$ cat config.mk
export PLATFORM = sky130hd
export DESIGN_NAME = bcd_calendar_clock_core
export DESIGN_NICKNAME = d
export VERILOG_FILES = /design/src/unlock_sequencer.v /design/src/bcd_calendar_clock_core.v
export VERILOG_INCLUDE_DIRS = /design/src /design/src/src
export SDC_FILE = /design/constraint.sdc
export NUM_CORES = 1
export LEC_CHECK = 0
export ABC_AREA = 0
export ABC_CLOCK_PERIOD_IN_PS = 9300
export BUFFER_PORTS_ARGS = -buffer_cell sky130_fd_sc_hd__buf_2
export CAP_MARGIN = 40
export CORE_ASPECT_RATIO = 0.6
export CORE_UTILIZATION = 57
export CTS_CLUSTER_SIZE = 30
export DETAILED_ROUTE_END_ITERATION = 8
export GPL_ROUTABILITY_DRIVEN = 0
export HOLD_SLACK_MARGIN = 0.05
export PLACE_DENSITY = 0.83
export SYNTH_ARGS = -nofsm -noshare
export SYNTH_HDL_FRONTEND = slang
export SYNTH_SLANG_ARGS = --single-unit
$ cat constraint.sdc
create_clock -name clk -period 9.3 [get_ports clk]
set_input_delay 1.86 -clock clk [delete_from_list [all_inputs] [get_ports clk]]
set_output_delay 1.86 -clock clk [all_outputs]
set_load 0.02 [all_outputs]
$ cat src/bcd_clock_defines.vh
// constants for the bcd calendar clock core: register addresses, field positions,
// reset values and timing figures. assumes byte-wide special function register access.
`ifndef BCD_CLOCK_DEFINES_VH
`define BCD_CLOCK_DEFINES_VH

// register addresses on the special function register port
`define ADDR_CTRL_ONE      8'h00
`define ADDR_TRIM          8'h01
`define ADDR_CTRL_TWO      8'h02
`define ADDR_ALARM_SETUP   8'h03
`define ADDR_TIME_HIGH     8'h04
`define ADDR_TIME_LOW      8'h05
`define ADDR_ALARM_HIGH    8'h06
`define ADDR_ALARM_LOW     8'h07
`define ADDR_UNLOCK_KEY    8'h08

// clock_control_one fields
`define C1_RUN             7
`define C1_UNLOCK          5
`define C1_PENDING         4
`define C1_HALFSEC         3
`define C1_OUT_EN          2
`define C1_PTR_HI          1
`define C1_PTR_LO          0

// window pointer codes
`define PTR_MIN_SEC        2'b00
`define PTR_WDAY_HOUR      2'b01
`define PTR_MONTH_DAY      2'b10
`define PTR_YEAR           2'b11

// pin output select codes
`define SEL_ALARM_PULSE    2'b00
`define SEL_SECONDS        2'b01
`define SEL_OSC            2'b10

// unlock key bytes
`define KEY_FIRST          8'h55
`define KEY_SECOND         8'haa

// bcd limits
`define BCD_SEC_MAX        8'h59
`define BCD_HOUR_MAX       8'h23
`define BCD_MONTH_MAX      8'h12
`define BCD_YEAR_MAX       8'h99
`define BCD_ZERO           8'h00
`define BCD_ONE            8'h01
`define WDAY_MAX           3'h6
`define DAY_31             8'h31
`define DAY_30             8'h30
`define DAY_29             8'h29
`define DAY_28             8'h28
`define MONTH_FEB          8'h02

// field masks so unimplemented bits read zero
`define MASK_SEVEN         8'h7f
`define MASK_SIX           8'h3f
`define MASK_FIVE          8'h1f
`define MASK_THREE         8'h07
`define MASK_TWO           8'h03

// reset values of control state and of the calendar (2000-01-01 00:00:00, sunday)
`define RST_BYTE           8'h00
`define RST_DAY            8'h01
`define RST_MONTH          8'h01

// timing: crystal rate, prescaler top, rollover guard and unlock window
`define OSC_HZ             32768
`define PRESCALE_TOP       16'sd32767
`define PRESCALE_HALF_BIT  14
`define PENDING_TICKS      16'sd32
`define UNLOCK_WINDOW      3'd4

`endif

$ cat src/unlock_sequencer.v
// unlock_sequencer: watches the unlock key port for the two-byte key sequence
// assumes key writes are single-cycle strobes synchronous to clk.
`include "bcd_clock_defines.vh"
`default_nettype none

module unlock_sequencer #(
  parameter [2:0] WINDOW = `UNLOCK_WINDOW
) (
  // clock and reset
  input  wire       clk,
  input  wire       rst,
  // key port write
  input  wire       keyWrite,
  input  wire [7:0] keyData,
  // arm indication for the control register
  output reg        armed_q
);

  localparam [1:0] ST_IDLE  = 2'b00;
  localparam [1:0] ST_GOT1  = 2'b01;
  localparam [1:0] ST_ARMED = 2'b10;

  reg [1:0] state_q;
  reg [1:0] state_d;
  reg [2:0] count_q;
  reg [2:0] count_d;

  // key sequence tracking; the arm lasts only a short window so stray writes cannot unlock
  always @* begin
    state_d = state_q;
    count_d = count_q;
    case (state_q)
      ST_IDLE: begin
        if (keyWrite && keyData == `KEY_FIRST) state_d = ST_GOT1;
      end
      ST_GOT1: begin
        if (keyWrite) begin
          if (keyData == `KEY_SECOND) begin
            state_d = ST_ARMED;
            count_d = WINDOW;
          end else if (keyData != `KEY_FIRST) begin
            state_d = ST_IDLE;
          end
        end
      end
      ST_ARMED: begin
        if (keyWrite && keyData == `KEY_FIRST) begin
          state_d = ST_GOT1;
        end else if (count_q == 3'd0) begin
          state_d = ST_IDLE;
        end else begin
          count_d = count_q - 3'd1;
        end
      end
      default: state_d = ST_IDLE;
    endcase
  end

  // state registers
  always @(posedge clk or posedge rst) begin
    if (rst) begin
      state_q <= ST_IDLE;
      count_q <= 3'd0;
      armed_q <= 1'b0;
    end else begin
      state_q <= state_d;
      count_q <= count_d;
      armed_q <= (state_d == ST_ARMED);
    end
  end

endmodule // unlock_sequencer

`default_nettype wire

$ cat src/bcd_calendar_clock_core.v
// bcd_calendar_clock_core: bcd time and calendar with windowed register access,
// write lock, drift trim and clock pin. assumes a byte special function register port
// and oscillator ticks given as one-cycle enables synchronous to clk.
`include "bcd_clock_defines.vh"
`default_nettype none

module bcd_calendar_clock_core #(
  parameter [2:0] UNLOCK_CYCLES = `UNLOCK_WINDOW
) (
  // clock and reset
  input  wire       clk,
  input  wire       rst,
  // special function register port
  input  wire [7:0] regAddr,
  input  wire [7:0] regWdata,
  input  wire       regWrite,
  input  wire       regRead,
  output reg  [7:0] regRdata_q,
  // oscillator ticks and boot fuse
  input  wire       crystalTick,
  input  wire       lowFreqTick,
  input  wire       sourceSelectFuse,
  // clock output pin
  output reg        clockPin_q,
  output reg        clockPinEn_q
);

  // increment a bcd byte, wrapping from maxv to minv; bit 8 is the carry out
  function [8:0] incBcd;
    input [7:0] v;
    input [7:0] maxv;
    input [7:0] minv;
    begin
      if (v == maxv)
        incBcd = {1'b1, minv};
      else if (v[3:0] == 4'h9)
        incBcd = {1'b0, v[7:4] + 4'h1, 4'h0};
      else
        incBcd = {1'b0, v + 8'h01};
    end
  endfunction

  // leap year for a bcd year 00-99: divisible by four
  function isLeap;
    input [7:0] y;
    begin
      isLeap = y[4] ? (y[3:0] == 4'h2 || y[3:0] == 4'h6)
                    : (y[3:0] == 4'h0 || y[3:0] == 4'h4 || y[3:0] == 4'h8);
    end
  endfunction

  // last day of a bcd month
  function [7:0] lastDay;
    input [7:0] m;
    input [7:0] y;
    begin
      case (m)
        8'h04, 8'h06, 8'h09, 8'h11: lastDay = `DAY_30;
        `MONTH_FEB:                 lastDay = isLeap(y) ? `DAY_29 : `DAY_28;
        default:                    lastDay = `DAY_31;
      endcase
    end
  endfunction

  // control registers
  reg        runEnable_q;
  reg        valueWriteUnlock_q;
  reg        outEnable_q;
  reg [1:0]  timePtr_q;
  reg [7:0]  driftTrim_q;
  reg [7:0]  ctrlTwo_q;
  reg [7:0]  alarmSetup_q;
  reg        pending_q;

  // calendar registers
  reg [7:0]  sec_q;
  reg [7:0]  min_q;
  reg [7:0]  hour_q;
  reg [2:0]  wday_q;
  reg [7:0]  day_q;
  reg [7:0]  month_q;
  reg [7:0]  year_q;
  reg [7:0]  sec_d;
  reg [7:0]  min_d;
  reg [7:0]  hour_d;
  reg [2:0]  wday_d;
  reg [7:0]  day_d;
  reg [7:0]  month_d;
  reg [7:0]  year_d;
  reg [8:0]  step;

  // alarm values, kept at implemented widths
  reg [6:0]  alarmMin_q;
  reg [6:0]  alarmSec_q;
  reg [2:0]  alarmWday_q;
  reg [5:0]  alarmHour_q;
  reg [4:0]  alarmMonth_q;
  reg [5:0]  alarmDay_q;

  // oscillator source and prescaler
  reg        fuseTaken_q;
  reg        useLowFreq_q;
  reg signed [15:0] prescale_q;
  reg        oscToggle_q;
  reg        secToggle_q;

  wire       armed;
  wire       oscTick;
  wire       secondTick;
  wire       minuteTick;
  wire       wrCtrlOne;
  wire       wrTimeHigh;
  wire       wrTimeLow;
  wire       timeWriteOk;
  wire       pairWrite;
  wire       accTimeHigh;
  wire       accAlarmHigh;
  wire       halfSec;
  wire [1:0] alarmPtr;
  wire [1:0] pinSelect;
  wire signed [15:0] trimLoad;

  unlock_sequencer #(
    .WINDOW   (UNLOCK_CYCLES)
  ) u_unlock (
    .clk      (clk),
    .rst      (rst),
    .keyWrite (regWrite && regAddr == `ADDR_UNLOCK_KEY),
    .keyData  (regWdata),
    .armed_q  (armed)
  );

  // source select: the fuse is a strap, caught by the first clock after reset release
  assign oscTick    = useLowFreq_q ? lowFreqTick : crystalTick;
  assign secondTick = runEnable_q && oscTick && prescale_q == `PRESCALE_TOP;
  assign minuteTick = secondTick && sec_q == `BCD_SEC_MAX;

  // trim times four, sign extended; a positive value starts the next second early
  assign trimLoad   = {{6{driftTrim_q[7]}}, driftTrim_q, 2'b00};

  assign halfSec    = prescale_q[`PRESCALE_HALF_BIT] & ~prescale_q[15];
  assign alarmPtr   = alarmSetup_q[1:0];
  assign pinSelect  = ctrlTwo_q[1:0];

  // decoded accesses
  assign wrCtrlOne    = regWrite && regAddr == `ADDR_CTRL_ONE;
  assign wrTimeHigh   = regWrite && regAddr == `ADDR_TIME_HIGH;
  assign wrTimeLow    = regWrite && regAddr == `ADDR_TIME_LOW;
  assign timeWriteOk  = valueWriteUnlock_q;
  assign pairWrite    = timeWriteOk && (wrTimeHigh || wrTimeLow) &&
                        timePtr_q == `PTR_MIN_SEC;
  assign accTimeHigh  = (regWrite || regRead) && regAddr == `ADDR_TIME_HIGH;
  assign accAlarmHigh = (regWrite || regRead) && regAddr == `ADDR_ALARM_HIGH;

  // fuse capture after reset release
  always @(posedge clk or posedge rst) begin
    if (rst) begin
      fuseTaken_q  <= 1'b0;
      useLowFreq_q <= 1'b0;
    end else if (!fuseTaken_q) begin
      fuseTaken_q  <= 1'b1;
      useLowFreq_q <= sourceSelectFuse;
    end
  end

  // prescaler: trim applied at each minute boundary, cleared by a minute-second write
  always @(posedge clk or posedge rst) begin
    if (rst) begin
      prescale_q <= 16'sd0;
    end else if (pairWrite) begin
      prescale_q <= 16'sd0;
    end else if (runEnable_q && oscTick) begin
      if (prescale_q == `PRESCALE_TOP)
        prescale_q <= minuteTick ? trimLoad : 16'sd0;
      else
        prescale_q <= prescale_q + 16'sd1;
    end
  end

  // rollover guard: high in the last ticks before a second boundary
  always @(posedge clk or posedge rst) begin
    if (rst)
      pending_q <= 1'b0;
    else
      pending_q <= runEnable_q && (prescale_q >= `PRESCALE_TOP - `PENDING_TICKS);
  end

  // calendar next state: carry chain first, then a same-cycle write overrides its field
  always @* begin
    sec_d   = sec_q;
    min_d   = min_q;
    hour_d  = hour_q;
    wday_d  = wday_q;
    day_d   = day_q;
    month_d = month_q;
    year_d  = year_q;
    step    = 9'h000;
    if (secondTick) begin
      step  = incBcd(sec_q, `BCD_SEC_MAX, `BCD_ZERO);
      sec_d = step[7:0];
      if (step[8]) begin
        step  = incBcd(min_q, `BCD_SEC_MAX, `BCD_ZERO);
        min_d = step[7:0];
        if (step[8]) begin
          step   = incBcd(hour_q, `BCD_HOUR_MAX, `BCD_ZERO);
          hour_d = step[7:0];
          if (step[8]) begin
            wday_d = (wday_q == `WDAY_MAX) ? 3'h0 : wday_q + 3'h1;
            step   = incBcd(day_q, lastDay(month_q, year_q), `BCD_ONE);
            day_d  = step[7:0];
            if (step[8]) begin
              step    = incBcd(month_q, `BCD_MONTH_MAX, `BCD_ONE);
              month_d = step[7:0];
              if (step[8]) begin
                step   = incBcd(year_q, `BCD_YEAR_MAX, `BCD_ZERO);
                year_d = step[7:0];
              end
            end
          end
        end
      end
    end
    // locked writes fall through untouched
    if (timeWriteOk && wrTimeHigh) begin
      case (timePtr_q)
        `PTR_MIN_SEC:   min_d   = regWdata & `MASK_SEVEN;
        `PTR_WDAY_HOUR: wday_d  = regWdata[2:0];
        `PTR_MONTH_DAY: month_d = regWdata & `MASK_FIVE;
        default:        min_d   = min_d;
      endcase
    end
    if (timeWriteOk && wrTimeLow) begin
      case (timePtr_q)
        `PTR_MIN_SEC:   sec_d  = regWdata & `MASK_SEVEN;
        `PTR_WDAY_HOUR: hour_d = regWdata & `MASK_SIX;
        `PTR_MONTH_DAY: day_d  = regWdata & `MASK_SIX;
        default:        year_d = regWdata;
      endcase
    end
  end

  // calendar registers
  always @(posedge clk or posedge rst) begin
    if (rst) begin
      sec_q   <= `RST_BYTE;
      min_q   <= `RST_BYTE;
      hour_q  <= `RST_BYTE;
      wday_q  <= 3'h0;
      day_q   <= `RST_DAY;
      month_q <= `RST_MONTH;
      year_q  <= `RST_BYTE;
    end else begin
      sec_q   <= sec_d;
      min_q   <= min_d;
      hour_q  <= hour_d;
      wday_q  <= wday_d;
      day_q   <= day_d;
      month_q <= month_d;
      year_q  <= year_d;
    end
  end

  // control registers and window pointers
  always @(posedge clk or posedge rst) begin
    if (rst) begin
      runEnable_q        <= 1'b0;
      valueWriteUnlock_q <= 1'b0;
      outEnable_q        <= 1'b0;
      timePtr_q          <= `PTR_MIN_SEC;
      driftTrim_q        <= `RST_BYTE;
      ctrlTwo_q          <= `RST_BYTE;
      alarmSetup_q       <= `RST_BYTE;
    end else begin
      if (wrCtrlOne) begin
        if (valueWriteUnlock_q)
          runEnable_q <= regWdata[`C1_RUN];
        // unlock can always be dropped, but raised only while the key window is open
        if (!regWdata[`C1_UNLOCK])
          valueWriteUnlock_q <= 1'b0;
        else if (armed)
          valueWriteUnlock_q <= 1'b1;
        outEnable_q <= regWdata[`C1_OUT_EN];
        timePtr_q   <= regWdata[`C1_PTR_HI:`C1_PTR_LO];
      end else if (accTimeHigh && timePtr_q != `PTR_MIN_SEC) begin
        timePtr_q <= timePtr_q - 2'b01;
      end
      if (regWrite && regAddr == `ADDR_TRIM)
        driftTrim_q <= regWdata;
      if (regWrite && regAddr == `ADDR_CTRL_TWO)
        ctrlTwo_q <= regWdata;
      if (regWrite && regAddr == `ADDR_ALARM_SETUP)
        alarmSetup_q <= regWdata;
      else if (accAlarmHigh && alarmPtr != `PTR_MIN_SEC)
        alarmSetup_q[1:0] <= alarmPtr - 2'b01;
    end
  end

  // alarm values; minutes and seconds are always writable, the others need unlock
  always @(posedge clk or posedge rst) begin
    if (rst) begin
      alarmMin_q   <= 7'h00;
      alarmSec_q   <= 7'h00;
      alarmWday_q  <= 3'h0;
      alarmHour_q  <= 6'h00;
      alarmMonth_q <= 5'h01;
      alarmDay_q   <= 6'h01;
    end else begin
      if (regWrite && regAddr == `ADDR_ALARM_HIGH) begin
        case (alarmPtr)
          `PTR_MIN_SEC:   alarmMin_q <= regWdata[6:0];
          `PTR_WDAY_HOUR: if (valueWriteUnlock_q) alarmWday_q <= regWdata[2:0];
          `PTR_MONTH_DAY: if (valueWriteUnlock_q) alarmMonth_q <= regWdata[4:0];
          default:        alarmMin_q <= alarmMin_q;
        endcase
      end
      if (regWrite && regAddr == `ADDR_ALARM_LOW) begin
        case (alarmPtr)
          `PTR_MIN_SEC:   alarmSec_q <= regWdata[6:0];
          `PTR_WDAY_HOUR: if (valueWriteUnlock_q) alarmHour_q <= regWdata[5:0];
          `PTR_MONTH_DAY: if (valueWriteUnlock_q) alarmDay_q <= regWdata[5:0];
          default:        alarmSec_q <= alarmSec_q;
        endcase
      end
    end
  end

  // read data: registered on the read strobe, unmapped addresses return zero
  always @(posedge clk or posedge rst) begin
    if (rst) begin
      regRdata_q <= `RST_BYTE;
    end else if (regRead) begin
      case (regAddr)
        `ADDR_CTRL_ONE:
          regRdata_q <= {runEnable_q, 1'b0, valueWriteUnlock_q, pending_q,
                         halfSec, outEnable_q, timePtr_q};
        `ADDR_TRIM:        regRdata_q <= driftTrim_q;
        `ADDR_CTRL_TWO:    regRdata_q <= ctrlTwo_q;
        `ADDR_ALARM_SETUP: regRdata_q <= alarmSetup_q;
        `ADDR_TIME_HIGH: begin
          case (timePtr_q)
            `PTR_MIN_SEC:   regRdata_q <= min_q;
            `PTR_WDAY_HOUR: regRdata_q <= {5'h00, wday_q};
            `PTR_MONTH_DAY: regRdata_q <= month_q;
            default:        regRdata_q <= `RST_BYTE;
          endcase
        end
        `ADDR_TIME_LOW: begin
          case (timePtr_q)
            `PTR_MIN_SEC:   regRdata_q <= sec_q;
            `PTR_WDAY_HOUR: regRdata_q <= hour_q;
            `PTR_MONTH_DAY: regRdata_q <= day_q;
            default:        regRdata_q <= year_q;
          endcase
        end
        `ADDR_ALARM_HIGH: begin
          case (alarmPtr)
            `PTR_MIN_SEC:   regRdata_q <= {1'b0, alarmMin_q};
            `PTR_WDAY_HOUR: regRdata_q <= {5'h00, alarmWday_q};
            `PTR_MONTH_DAY: regRdata_q <= {3'h0, alarmMonth_q};
            default:        regRdata_q <= `RST_BYTE;
          endcase
        end
        `ADDR_ALARM_LOW: begin
          case (alarmPtr)
            `PTR_MIN_SEC:   regRdata_q <= {1'b0, alarmSec_q};
            `PTR_WDAY_HOUR: regRdata_q <= {2'h0, alarmHour_q};
            `PTR_MONTH_DAY: regRdata_q <= {2'h0, alarmDay_q};
            default:        regRdata_q <= `RST_BYTE;
          endcase
        end
        default: regRdata_q <= `RST_BYTE;
      endcase
    end
  end

  // clock pin: toggles make a 50% wave at half the event rate; no alarm pulse
  // is generated anywhere in the core, so that selection drives low here
  always @(posedge clk or posedge rst) begin
    if (rst) begin
      oscToggle_q  <= 1'b0;
      secToggle_q  <= 1'b0;
      clockPin_q   <= 1'b0;
      clockPinEn_q <= 1'b0;
    end else begin
      if (lowFreqTick)
        oscToggle_q <= ~oscToggle_q;
      if (secondTick)
        secToggle_q <= ~secToggle_q;
      clockPinEn_q <= outEnable_q;
      case (pinSelect)
        `SEL_SECONDS: clockPin_q <= outEnable_q & secToggle_q;
        `SEL_OSC:     clockPin_q <= outEnable_q & useLowFreq_q & oscToggle_q;
        default:      clockPin_q <= 1'b0;
      endcase
    end
  end

endmodule // bcd_calendar_clock_core

`default_nettype wire

==> results of run 1 <==
## path summary, 6_finish.rpt
path	to	slack, ns	depth (start not counted)
worst max-delay path	prescale_q[3]$_DFFE_PP0P_	5.04	8
worst min-delay path	clockPinEn_q$_DFF_PP0_	0.47	0
worst max register to register	month_q[3]$_DFF_PP0_	6.30	9
worst min register to register	clockPinEn_q$_DFF_PP0_	0.47	0
max in group asynchronous	month_q[0]$_DFF_PP1_	6.50	4
min in group asynchronous	fuseTaken_q$_DFF_PP0_	1.52	2
## critical path, delay by kind of cell
| kind | cells | cell delay (ns) |
|---|---|---|
| buf+inv | 1 | 0.10 |
| simple gates | 4 | 2.09 |
| compound gates | 3 | 0.52 |
## routing by layer
metal / wire (microns) / up-vias / track usage (%) / share of wire [%]
met2: 10800 / 537 / 46.2 / 41
li1: - / 3608 / - / -
met1: 11200 / 3857 / 48.8 / 43
met3: 3400 / 62 / 9.30 / 13
met4: 608 / 0 / 11.1 / 2.3
met5: 0 / - / 0 / 0
## cells by family (layout without fill, tap and decap cells)
family	count (synthesis)	in the layout	share of synthesized area, %
fa+ha+maj	37	37	5.06
xor+xnor	24	24	2.30
buf+inv	88	104	3.84
flops	151	151	41.4
simple gates	365	365	20.9
compound gates	237	237	16.8
mux	73	73	9.69
other cells	1	1	0.0410
## synthesized netlist by cell type (all sizes together) (3+ instances only)
| master | n | share of area [%] |
|---|---|---|
| dfrtp | 147 | 40 |
| nor2 | 92 | 3.8 |
| nand2 | 86 | 3.5 |
| a21oi | 79 | 4.3 |
| mux2 | 54 | 6.6 |
| o21ai | 50 | 2.8 |
| clkbuf | 43 | 1.8 |
| ha | 37 | 5.1 |
| nand3 | 35 | 1.9 |
| inv | 34 | 1.4 |
| nor3 | 27 | 1.6 |
| a222oi | 20 | 2.2 |
| nand4 | 18 | 1.3 |
| a31oi | 15 | 1.0 |
| nand2b | 14 | 0.96 |
| and3 | 13 | 0.89 |
| o211ai | 13 | 1.1 |
| xnor2 | 13 | 1.2 |
| mux2i | 12 | 1.3 |
| buf | 11 | 0.67 |
| nor2b | 11 | 0.83 |
| xor2 | 11 | 1.1 |
| a211oi | 10 | 0.82 |
| and2 | 9 | 0.63 |
| nand3b | 9 | 0.74 |
| nor3b | 9 | 0.79 |
| nor4 | 8 | 0.71 |
| or2 | 8 | 0.55 |
| mux4 | 7 | 1.7 |
| o22ai | 7 | 0.48 |
| a22oi | 6 | 0.49 |
| nor4b | 5 | 0.71 |
| or4 | 5 | 0.41 |
| a21o | 4 | 0.33 |
| and4 | 4 | 0.38 |
| dfstp | 4 | 1.1 |
| nand4b | 4 | 0.38 |
| o21a | 3 | 0.25 |
| o221ai | 3 | 0.29 |
| o31ai | 3 | 0.25 |
## sequential cells by signal, summed over array words and instances (netlist names), 2 cells and up
register / cells
alarmWday_q: 3
alarmDay_q: 6
alarmMin_q: 7
hour_q: 8
wday_q: 3
month_q: 8
driftTrim_q: 8
sec_q: 8
day_q: 8
alarmSec_q: 7
alarmMonth_q: 5
alarmHour_q: 6
min_q: 8
ctrlTwo_q: 8
alarmSetup_q: 8
u_unlock.count_q: 3
timePtr_q: 2
regRdata_q: 8
u_unlock.state_q: 2
year_q: 8
prescale_q: 16
## cell type report
type                            instances  area (sq um)  area share, %
Clock buffer                           17           425           4.25
Clock inverter                         15           180           1.80
Inverter                               34           133           1.33
Multi-Input combinational cell        737          5010           50.1
Sequential cell                       151          3780           37.8
Tap cell                              203           254           2.54
Timing Repair Buffer                   38           213           2.13
## where the power goes
part | switching [mW] | leakage, nW | internal (mW)
combinational | 0.0835 | 2.03 | 0.0353
sequential | 0.0149 | 2.04 | 0.671
clock | 0.342 | 0.292 | 0.364
==> summary.md, run 1 <==
| Metric | Value |
|---|---|
| Tot Pwr | 1.51 mW |
| Critical Path RT | 9.62 ns |
| CTS root buf | clkbuf_16 |
| Clk_lat worst skew | 0.44 ns |
| Vias | 8064 |
| Largest net degree at the start of global routing | 81 |
| First-pass GRT wire length | 41500 microns |
| Area growth syn-to-layout | 9.33% |
| Hold WS | 0.471 ns |
| Reg-to-Reg Start | sec_q[5]$_DFF_PP0_ |
| Crit path launch type | input pin |
| Count of nets after finishing | 1039 |
| Max rail drop VDD | 109 uV |
| Yosys warnings | 0 |
| Finished Cell Area | 10000 sq um |
| Seq/Total Area, Yosys | 41.4% |
| Postcts setup bufs | 0 |
| Worst Setup End Kind | register |
| Finished Core Util | 64.5% |
| Overflow after GRT | 0 |
| Final period utilization | 45.8% |
| Setup TNS | 0 ns |
| DRC Markers | 0 |
| # resized after CTS | 0 |
| Net Count, Synth | 1036 |
| Cts hold-fix bufs | 0 |
| Initial antenna violation count | 0 |
| Minimum clock period | 4.26 ns |
| CTS Buffer Depth | 2 |
| Core region area | 15500 sq um |
| Post-synth EDFFs | 0 |
| Main synth FF type | dfrtp_1 |
| Routed len/inst | 21.7 microns |
| Worst Tran Pin Value | 0.784 ns |
| Outcome | complete, no violations |
| Syn_area_per_cell | 9.37 sq um |
| Count of final setup violators | 0 |
| CP cell instances | buf_2 -> or4_1 -> nor4b_2 -> and3b_1 -> nor2_1 -> a41oi_1 -> a21oi_1 -> a21o_1 |
| Layout Cells excl Fill | 1195 |
| DR vias/cell | 6.75 |
| Clk slew on worst S/H paths | 0.07 ns |
| ANT nets after route | 0 |
| HPWL Detailed | 17900 microns |
| Full die area | 16600 sq um |
| Most frequent cells in the layout | dfrtp_1, nor2_1, nand2_1 |
| Vias in the first global route | 7605 |
| Die Y | 100 microns |
| Kind of critical path | input pin to register |
| IO buf count | 32 |
| Post-synthesis instance total | 976 |
| Worst path max stage delay | 0.65 ns |
| Cell area after synthesis | 9150 sq um |
| Cell variety after synth | 81 |
| CTS tree | built |
| Setup repair after global routing missed its margin | no |
| Initial Utilization | 59.0% |
| Worst slew margin | 47.7% |
| Cell area after placement | 9390 sq um |
| CP arrival | 4.58 ns |
| Worst slack at placement | 4.68 ns |
| Fraction of registers with async set/reset | 100% |
| Worst setup margin | 5.04 ns |
| Critical Path Start | regAddr[7] |
| Initial DRC Count | 1341 |
| Layout cells sized above 1 | 16.1% |
| HP Class | register to register |
| Gr usage total | 33.0% |
| CTS H-tree depth | 4 |
| Io pins | 33 |
| Pwr/cell area | 151 nW/um^2 |
| Slowest CP cell | and3b_1 |
| Pins Over Slew Limit | 0 |
| Worst clock skew | 0.0109 ns |
| Most common cell after layout, fill and taps aside | dfrtp_1 |
| N_diodes | 0 |
| CTS sink cnt | 151 |
| Die width | 166 microns |
| Max Clock Freq | 235 MHz |
| Leak Pwr | 4.36 nW |
| Cells after DPL | 1162 |
| Num CTS Buffers | 17 |
| Final wirelength | 26000 microns |
| Final hold vios | 0 |
| Yosys reg bits | 151 |
| Row Count | 35 |
| Hold Path Origin | outEnable_q$_DFFE_PP0P_ |
| # Max-Cap Violations | 0 |
| CP Max Fanout | 17 |
| Fill count | 1243 |
| Drt first pass iters | 6 |
(Power assumes the default switching activity.)
==> run 2: changes to the inputs <==
--- a/config.mk
+++ b/config.mk
@@ -7,7 +7,7 @@
 export NUM_CORES = 1
 export LEC_CHECK = 0
 export ABC_AREA = 0
-export ABC_CLOCK_PERIOD_IN_PS = 9300
+export ABC_CLOCK_PERIOD_IN_PS = 4400
 export BUFFER_PORTS_ARGS = -buffer_cell sky130_fd_sc_hd__buf_2
 export CAP_MARGIN = 40
 export CORE_ASPECT_RATIO = 0.6
==> constraint.sdc (replaced) <==
create_clock -name clk -period 4.4 [get_ports clk]
set_input_delay 0.88 -clock clk [delete_from_list [all_inputs] [get_ports clk]]
set_output_delay 0.88 -clock clk [all_outputs]
set_load 0.02 [all_outputs]
==> summary.md, run 2 (same netlist as run 1, synthesis figures left out) <==
| Metric | Value |
|---|---|
| Cts hold-fix bufs | 0 |
| Detail Route met2 WL | 10900 microns |
| Num CTS Buffers | 17 |
| Postcts setup bufs | 0 |
| First-pass GRT wire length | 41900 microns |
| CTS Buffer Depth | 2 |
| Worst clock skew | 0.0125 ns |
| Drt first pass iters | 9 |
| Reg-to-Reg Start | prescale_q[0]$_DFFE_PP0P_ |
| Final wirelength | 26100 microns |
| Max Used Layer | met4 |
| N_diodes | 0 |
| IO buf count | 32 |
| Most common cell after layout, fill and taps aside | dfrtp_1 |
| HPWL Detailed | 17700 microns |
| CTS H-tree depth | 4 |
| CTS sink cnt | 151 |
| Worst Tran Pin Value | 0.835 ns |
| Worst path max stage delay | 0.63 ns |
| Io pins | 33 |
| Slowest CP cell | or4_1 |
| Crit path launch type | input pin |
| Pins Over Slew Limit | 0 |
| Final hold vios | 0 |
| CTS tree | built |
| DRC Markers | 0 |
| Pwr/cell area | 324 nW/um^2 |
| Clk slew on worst S/H paths | 0.07 ns |
| Overflow after GRT | 0 |
| Most flops, register | prescale_q |
| Outcome | complete, no violations |
| CP arrival | 3.41 ns |
| Worst Setup End Kind | register |
| Layout cells sized above 1 | 16.2% |
| CTS root buf | clkbuf_16 |
| Kind of critical path | input pin to register |
| Clk_lat worst skew | 0.44 ns |
| Initial Utilization | 59.0% |
| DR WL met3 | 3330 microns |
| Largest net degree at the start of global routing | 70 |
| Count of nets after finishing | 1041 |
| Row Count | 35 |
| HP Class | register to register |
| CP cell instances | buf_2 -> or4_1 -> nor3b_2 -> nand2_1 -> nor2_1 -> nand2_1 -> nand3_1 -> o21ai_0 |
| ANT nets after route | 0 |
| Routed len/inst | 21.8 microns |
| Leak Pwr | 4.37 nW |
| Finished Core Util | 64.7% |
| Max reg flops | 16 |
| Setup repair after global routing missed its margin | no |
| Most frequent cells in the layout | dfrtp_1, nor2_1, nand2_1 |
| Die Y | 100 microns |
| Most frequent CP cell | nand2_1 |
| DR vias/cell | 6.86 |
| Initial antenna violation count | 1 |
| Max rail drop VDD | 291 uV |
| Gr usage total | 33.4% |
| Initial DRC Count | 1385 |
| Cell area after placement | 9430 sq um |
| Max Clock Freq | 321 MHz |
| Worst slew margin | 44.3% |
| Final period utilization | 70.8% |
| # Max-Cap Violations | 0 |
| Count of final setup violators | 0 |
| Die width | 166 microns |
| Area growth syn-to-layout | 9.69% |
| Setup TNS | 0 ns |
| Critical Path RT | 4.70 ns |
| Wl on met1 | 11300 microns |
| Full die area | 16600 sq um |
| Critical Path Start | regAddr[7] |
| Vias in the first global route | 7731 |
| CP Max Fanout | 15 |
| # resized after CTS | 0 |
| Finished Cell Area | 10000 sq um |
| Minimum clock period | 3.12 ns |
| Core region area | 15500 sq um |
| Vias | 8210 |
| Hold Path Origin | outEnable_q$_DFFE_PP0P_ |
-- run 2: changes by cell type in the layout (fill, tap and decap cells not counted) --
cell / before / now
clkinv_8: 5 / 0
buf_4: 3 / 6
buf_2: 34 / 32
bufinv_16: 0 / 2
clkinvlp_4: 1 / 3
buf_12: 1 / 2
clkbuf_1: 0 / 1
clkinv_4: 2 / 1
inv_8: 5 / 6
-- run 2: metrics by stage --
| stage | cells | power (mW) | worst slack [ns] | hold WS, ns |
|---|---|---|---|---|
| 2_1_floorplan | 976 | 1.63 | 1.58 | 0.377 |
| 4_1_cts | 1197 | 3.24 | 1.39 | 0.435 |
| 3_3_place_gp | 1164 | 1.71 | 1.10 | 0.416 |
| 6_report | 1197 | 3.25 | 1.28 | 0.431 |
| 3_5_place_dp | 1165 | 1.72 | 0.993 | 0.407 |
| 5_1_grt | 1197 | 3.33 | 1.14 | 0.467 |
-- run 2: area by class of cell --
type / count / area, sq um
Clock buffer: 18 / 429
Clock inverter: 14 / 178
Fill cell: 1203 / 5470
Inverter: 34 / 131
Multi-Input combinational cell: 737 / 5010
Sequential cell: 151 / 3780
Tap cell: 203 / 254
Timing Repair Buffer: 40 / 245
-- run 2: power breakdown --
group | switching (mW) | leakage, nW | internal, mW | total [mW]
registers | 0.0300 | 2.04 | 1.42 | 1.45
logic | 0.180 | 2.04 | 0.0751 | 0.255
clock network | 0.679 | 0.293 | 0.865 | 1.54
total | 0.889 | 4.37 | 2.36 | 3.25
-- run 2: critical path: cells and delay by family --
kind | cells | cell delay [ns]
compound gates | 1 | 0.09
simple gates | 6 | 2.33
buf+inv | 1 | 0.10
-- run 2: worst paths after layout --
check	slack [ns]	cells past startpoint	to
min in group asynchronous	0.45	2	fuseTaken_q$_DFF_PP0_
worst max-delay path	1.28	8	sec_q[4]$_DFF_PP0_
worst max register to register	1.31	8	month_q[7]$_DFF_PP0_
worst min-delay path	0.43	0	clockPinEn_q$_DFF_PP0_
max in group asynchronous	3.11	3	regRdata_q[3]$_DFFE_PP0P_
worst min register to register	0.43	0	clockPinEn_q$_DFF_PP0_
-- run 2: per-layer routing --
| layer | up-vias | GRT usage, % |
|---|---|---|
| met2 | 563 | 46.0 |
| met5 | - | 0 |
| met4 | 0 | 10.9 |
| li1 | 3599 | - |
| met3 | 74 | 10.4 |
| met1 | 3974 | 49.5 |
